`config.mk`:
```
export PLATFORM = sky130hd
export DESIGN_NAME = rtc_timekeeper
export DESIGN_NICKNAME = d
export VERILOG_FILES = /design/src/core/timekeeper_pkg.sv /design/src/core/xtal_tick_divider.sv /design/src/core/span_timer.sv /design/src/core/rtc_timekeeper.sv
export SDC_FILE = /design/constraint.sdc
export NUM_CORES = 1
export LEC_CHECK = 0
export ABC_AREA = 1
export BUFFER_PORTS_ARGS = -buffer_cell sky130_fd_sc_hd__buf_2
export CAP_MARGIN = 20
export CORE_ASPECT_RATIO = 1.4
export CORE_MARGIN = 10
export CORE_UTILIZATION = 65
export CTS_CLUSTER_SIZE = 8
export DETAILED_ROUTE_END_ITERATION = 8
export GPL_TIMING_DRIVEN = 0
export MAX_ROUTING_LAYER = met4
export PLACE_DENSITY = 0.88
export REMOVE_ABC_BUFFERS = 1
export SYNTH_ARGS = -nofsm -noshare
export SYNTH_HDL_FRONTEND = slang
export SYNTH_SLANG_ARGS = --single-unit
```
`constraint.sdc`:
```
create_clock -name clk_sys -period 10.6 [get_ports clk_sys]
set_input_delay 1.59 -clock clk_sys [delete_from_list [all_inputs] [get_ports clk_sys]]
set_output_delay 1.59 -clock clk_sys [all_outputs]
set_load 0.01 [all_outputs]
```
`src/core/timekeeper_pkg.sv`:
```
// Contract
// - timing reference is the 32.768 kHz crystal
// - trim corrects crystal offset and thermal drift
// - keeps running in every power saving mode
// - counters survive soft resets, clear on power-on
// - day rollover sets flag, software writes zero
// - 24-hour mode: flag once per day
// - 256-hour mode: hours wrap 255 to 0
// - 24-hour mode: hours wrap 23 to 0
// - hour mode and run enable survive soft resets
// - span base: tick, second, minute, hour
// - repeating mode: alarm then new interval
// - one-shot mode: single alarm, no repeat
// - alarm flag set on elapse, software clears
// - span timer off holds its count at zero
// - span counts only with timer on and running
// - run clear stops, clears counters, stops strobe
// - run set enables timekeeper and adc strobe
// - fraction counts 1/128 s, wraps 127, carries
// - seconds, minutes wrap 59 and carry on
// - hour wrap sets flag and interrupt pending
// - count equals target: alarm and interrupt pending
package timekeeper_pkg;

    // ====================================================
    // register offsets
    localparam logic [7:0] ADDR_CONFIG = 8'ha1;
    localparam logic [7:0] ADDR_FRAC = 8'ha2;
    localparam logic [7:0] ADDR_ONE_HZ = 8'ha3;
    localparam logic [7:0] ADDR_SIXTY = 8'ha4;
    localparam logic [7:0] ADDR_HOUR = 8'ha5;
    localparam logic [7:0] ADDR_TARGET = 8'ha6;
    localparam logic [7:0] ADDR_NOMINAL = 8'hf6;
    localparam logic [7:0] ADDR_THERMAL = 8'hf7;

    // ====================================================
    // field positions and reset values
    localparam int BIT_RUN = 0;
    localparam int BIT_SPAN_ON = 1;
    localparam int BIT_ALARM = 2;
    localparam int BIT_ONE_SHOT = 3;
    localparam int BIT_BASE_LO = 4;
    localparam int BIT_DAY_24 = 6;
    localparam int BIT_ROLLOVER = 7;
    localparam logic [7:0] CONFIG_POR = 8'h01;

    // ====================================================
    // counts
    localparam logic [7:0] FRAC_LAST = 8'h7f;
    localparam logic [7:0] SIXTY_LAST = 8'h3b;
    localparam logic [7:0] HOUR_LAST_24 = 8'h17;
    localparam logic [7:0] HOUR_LAST_256 = 8'hff;
    localparam real XTAL_KHZ = 32.768;
    localparam logic [8:0] XTAL_EDGES_LAST = 9'h0ff;
    localparam logic [7:0] TRIM_MAX = 8'h7f;

    // ====================================================
    // types
    typedef enum logic [1:0] {BASE_FRAC, BASE_SECOND, BASE_MINUTE, BASE_HOUR} span_base_type;

    typedef struct packed {
        logic day_rollover_flag;
        logic day_mode_24;
        span_base_type span_base_select;
        logic one_shot_select;
        logic alarm_flag;
        logic span_timer_on;
        logic clock_run_enable;
    } config_type;

    typedef struct packed {
        logic [7:0] addr;
        logic wr;
        logic rd;
        logic [7:0] wdata;
    } sfr_req_type;

    typedef struct packed {
        config_type cfg;
        logic [3:0][7:0] count;
        logic [7:0] target;
        logic [7:0] nominal;
        logic [7:0] thermal;
        logic [7:0] rdata;
        logic hit;
        logic irq;
        logic strobe;
    } keeper_state_type;

    typedef struct packed {
        logic xtal_prev;
        logic [8:0] edges;
        logic [6:0] slot;
        logic tick;
    } divider_state_type;

    typedef struct packed {
        logic [7:0] count;
        logic done;
        logic elapsed;
    } span_state_type;

endpackage

```
`src/core/xtal_tick_divider.sv`:
```
module xtal_tick_divider
    import timekeeper_pkg::*;
(
    input wire logic clk_sys,
    input wire logic por,
    input wire logic xtal_in,
    input wire logic run,
    input wire logic [7:0] nominal_trim,
    input wire logic [7:0] thermal_trim,
    output logic frac_tick
);

    divider_state_type st;
    divider_state_type next_st;
    logic signed [8:0] trim_sum;
    logic [7:0] trim_mag;
    logic [8:0] period_last;

    // ====================================================
    // trimmed prescaler
    // the trim is spread over the first slots of each second, so one slot
    // never moves by more than one crystal edge
    always_comb begin
        trim_sum = $signed({nominal_trim[7], nominal_trim}) + $signed({thermal_trim[7], thermal_trim});
        trim_mag = trim_sum[8] ? 8'(-trim_sum) : trim_sum[7:0];
        if (trim_mag > TRIM_MAX) begin
            trim_mag = TRIM_MAX;
        end
        period_last = XTAL_EDGES_LAST;
        if ({1'b0, st.slot} < trim_mag) begin
            period_last = trim_sum[8] ? XTAL_EDGES_LAST + 9'h001 : XTAL_EDGES_LAST - 9'h001;
        end
        next_st = st;
        next_st.tick = 1'b0;
        next_st.xtal_prev = xtal_in;
        if (!run) begin
            next_st.edges = '0;
            next_st.slot = '0;
        end else if (xtal_in && !st.xtal_prev) begin
            if (st.edges >= period_last) begin
                next_st.edges = '0;
                next_st.tick = 1'b1;
                next_st.slot = st.slot + 7'h01;
            end else begin
                next_st.edges = st.edges + 9'h001;
            end
        end
    end

    always_ff @(posedge clk_sys) begin
        if (por) begin
            st <= '0;
        end else begin
            st <= next_st;
        end
    end

    assign frac_tick = st.tick;
endmodule

```
`src/core/span_timer.sv`:
```
module span_timer
    import timekeeper_pkg::*;
(
    input wire logic clk_sys,
    input wire logic por,
    input wire logic reset,
    input wire logic [3:0] base_ticks,
    input wire span_base_type base,
    input wire logic hold_zero,
    input wire logic one_shot,
    input wire logic [7:0] target,
    output logic [7:0] span_count,
    output logic span_elapsed
);

    span_state_type st;
    span_state_type next_st;
    logic [7:0] count_inc;

    always_comb begin
        next_st = st;
        next_st.elapsed = 1'b0;
        count_inc = st.count + 8'h01;
        if (hold_zero) begin
            next_st.count = '0;
            next_st.done = 1'b0;
        end else if (base_ticks[base] && !st.done) begin
            next_st.count = count_inc;
            if (count_inc == target) begin
                next_st.elapsed = 1'b1;
                next_st.done = one_shot;
                if (!one_shot) begin
                    next_st.count = '0;
                end
            end
        end
    end

    always_ff @(posedge clk_sys) begin
        if (por || reset) begin
            st <= '0;
        end else begin
            st <= next_st;
        end
    end

    assign span_count = st.count;
    assign span_elapsed = st.elapsed;
endmodule

```
`src/core/rtc_timekeeper.sv`:
```
module rtc_timekeeper
    import timekeeper_pkg::*;
(
    input wire logic clk_sys,
    input wire logic reset,
    input wire logic por,
    input wire logic xtal_in,
    input wire sfr_req_type sfr_req,
    output logic [7:0] sfr_rdata,
    output logic sfr_read_hit,
    output logic rtc_irq_pulse,
    output logic adc_strobe_enable,
    output logic adc_strobe
);

    keeper_state_type st;
    keeper_state_type next_st;
    logic frac_tick;
    logic run;
    logic [4:0] carry;
    logic [3:0][7:0] last;
    logic day_wrap;
    logic span_hold;
    logic [7:0] span_count;
    logic span_elapsed;
    logic clean;

    assign run = st.cfg.clock_run_enable;
    assign clean = !reset && !sfr_req.wr;

    // ====================================================
    // prescaler and interval timer
    xtal_tick_divider u_divider (
        .clk_sys(clk_sys),
        .por(por),
        .xtal_in(xtal_in),
        .run(run),
        .nominal_trim(st.nominal),
        .thermal_trim(st.thermal),
        .frac_tick(frac_tick)
    );

    assign span_hold = !st.cfg.span_timer_on || !run;

    span_timer u_span (
        .clk_sys(clk_sys),
        .por(por),
        .reset(reset),
        .base_ticks(carry[3:0]),
        .base(st.cfg.span_base_select),
        .hold_zero(span_hold),
        .one_shot(st.cfg.one_shot_select),
        .target(st.target),
        .span_count(span_count),
        .span_elapsed(span_elapsed)
    );

    // ====================================================
    // counter chain
    always_comb begin
        last[0] = FRAC_LAST;
        last[1] = SIXTY_LAST;
        last[2] = SIXTY_LAST;
        last[3] = st.cfg.day_mode_24 ? HOUR_LAST_24 : HOUR_LAST_256;
        carry[0] = frac_tick && run;
        for (int i = 0; i < 4; i++) begin
            carry[i + 1] = carry[i] && (st.count[i] == last[i]);
        end
    end

    assign day_wrap = carry[4];

    // ====================================================
    // next state
    always_comb begin
        next_st = st;
        next_st.irq = 1'b0;
        next_st.strobe = 1'b0;
        next_st.hit = 1'b0;
        if (sfr_req.wr) begin
            unique case (sfr_req.addr)
                ADDR_CONFIG: next_st.cfg = config_type'(sfr_req.wdata);
                ADDR_TARGET: next_st.target = sfr_req.wdata;
                ADDR_NOMINAL: next_st.nominal = sfr_req.wdata;
                ADDR_THERMAL: next_st.thermal = sfr_req.wdata;
                default: next_st.target = st.target;
            endcase
        end
        for (int i = 0; i < 4; i++) begin
            if (!run) begin
                next_st.count[i] = '0;
            end else if (sfr_req.wr && sfr_req.addr == ADDR_FRAC + 8'(i)) begin
                next_st.count[i] = sfr_req.wdata;
            end else if (carry[i]) begin
                next_st.count[i] = carry[i + 1] ? 8'h00 : st.count[i] + 8'h01;
            end
        end
        if (day_wrap) begin
            next_st.cfg.day_rollover_flag = 1'b1;
        end
        if (span_elapsed) begin
            next_st.cfg.alarm_flag = 1'b1;
        end
        next_st.irq = day_wrap || span_elapsed;
        next_st.strobe = carry[1];
        if (sfr_req.rd) begin
            next_st.hit = 1'b1;
            unique case (sfr_req.addr)
                ADDR_CONFIG: next_st.rdata = st.cfg;
                ADDR_FRAC: next_st.rdata = st.count[0];
                ADDR_ONE_HZ: next_st.rdata = st.count[1];
                ADDR_SIXTY: next_st.rdata = st.count[2];
                ADDR_HOUR: next_st.rdata = st.count[3];
                ADDR_TARGET: next_st.rdata = st.target;
                ADDR_NOMINAL: next_st.rdata = st.nominal;
                ADDR_THERMAL: next_st.rdata = st.thermal;
                default: begin
                    next_st.hit = 1'b0;
                    next_st.rdata = 8'h00;
                end
            endcase
        end
        if (reset) begin
            next_st.cfg = config_type'(CONFIG_POR & 8'h00);
            next_st.cfg.day_mode_24 = st.cfg.day_mode_24;
            next_st.cfg.clock_run_enable = st.cfg.clock_run_enable;
            next_st.target = '0;
            next_st.rdata = '0;
            next_st.hit = 1'b0;
            next_st.irq = 1'b0;
            next_st.strobe = 1'b0;
        end
    end

    // of the two resets only power-on clears the time, trims and hour mode, and it sets run enable
    always_ff @(posedge clk_sys) begin
        if (por) begin
            st <= '0;
            st.cfg <= config_type'(CONFIG_POR);
        end else begin
            st <= next_st;
        end
    end

    assign sfr_rdata = st.rdata;
    assign sfr_read_hit = st.hit;
    assign rtc_irq_pulse = st.irq;
    assign adc_strobe_enable = run;
    assign adc_strobe = st.strobe && run;
endmodule

```
==> run metrics <==
outcome completed; Worst R2R End u_divider.st[8]; Fmax achieved 193 MHz; Clock Power Share between 40% and 50%; count leader, synth nand2_1; Hold Path End sfr_rdata[7]; post-synthesis mux area share 0%; first-pass GRT wire length between 20000 and 30000 um; Most used DFF post-synth dfxtp_1; Setup Viol. Count Final 0; CTS sink count around 100; Cell variety after synth 45; P_int around 0.58 mW; Reg2Reg Setup Slack 5430 ps; RD Place Congestion 1.04; largest family of logic cells by synthesized area simple AND/OR/NAND/NOR gates; R2R Path Start st[11]; count of input and output buffers 33; Post-DP HPWL around 13000 um; maximum VDD drop roughly 0.083 mV; DRC violation count after routing 0; EDFF count, synth 0; Hold WC Path Type reg2reg; adder-cell share of the synthesized area 6.45%; crit end category flip-flop; worst slew pin tran 1080 ps; Post-Syn Instances 915; setup TNS 0 ps; drt pass-1 iters 8; row count 42; Synth top area share 32.6%; Hold-fix buffers, CTS 0; n_diodes 0; CP max stage delay about 430 ps; top post-synthesis cells by count 154 x nand2_1, 152 x inv_1, 103 x dfxtp_1; die span in y about 140 um; area leader, netlist dfxtp_1; Tcrit/Tclk final 48.8%; fin crit period between 5000 and 6000 ps; Sequential Area 0.00206 mm^2; power density over cell area 111 mW/mm^2; Die Width 103 um; Hold Path Depth 2; CTS root buf clkbuf_16; clock skew 7.44 ps; YS warnings 0; worst r2r path cells 28; fin util 72.2%; final hold viol count 0; Worst Setup Path Type reg2reg; Syn Area/Cell 6.91 um^2; CP arrival 5440 ps; proportion of power drawn by combinational gates 4.4%; CTS tree built; CP max-delay cell nor2_1; Initial Utilization 66.8%; Clock Path Buffers 2; Data required, critical path 10870 ps; Hold Slack ~470 ps; synthesized area ~0.0063 mm^2; antenna violations before repair 0; P&R area growth vs syn 8.07%; WL per Instance 16.7 um; Post-CTS Setup Repair Bufs 0; die area 0.0141 mm^2; RSZ-0062 raised after global routing false; post-route ant nets 0; Net Sw Power 0.177 mW; share of cells above drive strength 1 8.27%; Synth Area in Compound Gates 19.6%; post-synthesis register bit count ~100; Synth area leaders dfxtp_1 33%, nand2_1 9.1%, inv_1 9.0%; most used cell, CP nand2_1; Vias 6275; Lkg Pwr 2.82 nW; Multi-input gate area 0.00355 mm^2; sequential power share slightly above 50%; final wirelength 17600 um; FFs w/ async S/R, synth 0%; hold path start sfr_rdata[7]; GR Util All Layers 26.4%; CTS buffer count 9; max-cap viol count 0; CORE AREA 0.00946 mm^2; Iter 0 DRT Violations 621; crit-path max FO 9; max-slew violations 0; pin count of the biggest net entering global routing 32; via/cell ratio 5.96; Worst-path clk slew 70 ps; clock latency on the worst-skew pair between 300 and 400 ps; Rel. slew slack between 20 and 30%; register area share after synthesis 32.6%; Nets ~1000; CP Launch Type flip-flop; Overflow after GRT 0; cts repair resizes 0; Sw Ratio a little under a quarter; htree depth 3; xor-xnor portion of the synthesized cell area 4.69%; vias in the first global route 6069; Filler cells 798; Top-Level Pins 34; Simple-Gate Fraction of Synth Area 25.5%
how the worst max path moves through the flow:
stage,from,to,slack (ps),depth (start not counted)
2_1_floorplan,st[11],u_divider.st[6],6190,30
3_3_place_gp,st[11],u_divider.st[6],5470,30
3_5_place_dp,st[11],u_divider.st[6],5390,30
4_1_cts,st[11],u_divider.st[6],5370,30
5_1_grt,st[11],u_divider.st[4],4780,30
6_report,st[11],u_divider.st[8],5430,28
state kept, by name, indices dropped and copies added (netlist names):
| name | cells |
|---|---|
| u_span.span_elapsed | 1 |
| u_span.span_count | 8 |
| adc_strobe_enable | 1 |
| rtc_irq_pulse | 1 |
| u_divider.frac_tick | 1 |
| sfr_rdata | 8 |
| sfr_read_hit | 1 |
| st | 64 |
| u_divider.st | 17 |
| u_span.st | 1 |
through the flow:
stage	cell area [um^2]	total power, mW	setup slack (ps)	std cells
after detailed placement	6500	0.429	5390	1036
final	6830	0.758	5430	1053
after CTS	6810	0.756	5370	1052
after floorplan	6200	0.413	6190	893
after global routing	6830	0.778	4780	1053
after global placement	6500	0.428	5470	1036
per-layer routing:
layer / GRT usage, % / wire, um
met5: - / 0
met4: 15.1 / 1040
met3: 5.05 / 1160
met2: 44.8 / 8730
met1: 27.9 / 6620
cell usage in the layout, fill, tap and decap left out, types with 27 or more instances in the layout:
cell	count
a21oi_1	62
nand3_1	46
o22ai_1	45
dfxtp_1	103
nand2_1	154
o21ai_0	59
inv_1	152
ha_1	31
xor2_1	27
buf_2	33
nor2_1	93
final cells by class:
class / count / share of cell area, %
multi-input cells: 634 / 52.0
flip-flops and latches: 103 / 30.2
inverters: 156 / 8.57
clock buffers: 10 / 3.35
repair buffers: 34 / 2.82
well taps: 110 / 2.01
clock inverters: 6 / 1.04
kinds of logic (layout without fill, tap and decap cells):
logic type | count (synthesis) | count (layout)
simple gates | 357 | 357
flops | 103 | 103
buf+inv | 178 | 206
fa+ha+maj | 32 | 32
compound gates | 212 | 212
xor+xnor | 33 | 33
power by group through the flow:
stage / Combinational (mW) / Sequential, mW / Clock [mW]
global placement: 0.0303 / 0.398 / 0
CTS: 0.0312 / 0.389 / 0.336
global route: 0.0366 / 0.389 / 0.352
finish: 0.0335 / 0.389 / 0.336
detailed placement: 0.0309 / 0.398 / 0
floorplan: 0.0152 / 0.397 / 0
critical path, delay by kind of cell (launching register included):
| family | cells | cell delay (ps) |
|---|---|---|
| AO/OA/AOI/OAI | 7 | 1210 |
| XOR/XNOR | 1 | 150 |
| adder cells (fa/ha/maj) | 4 | 1270 |
| buffers and inverters | 3 | 260 |
| flip-flops | 1 | 320 |
| AND/OR/NAND/NOR | 13 | 1880 |
No activity file was read; power rests on OpenSTA's default activity.
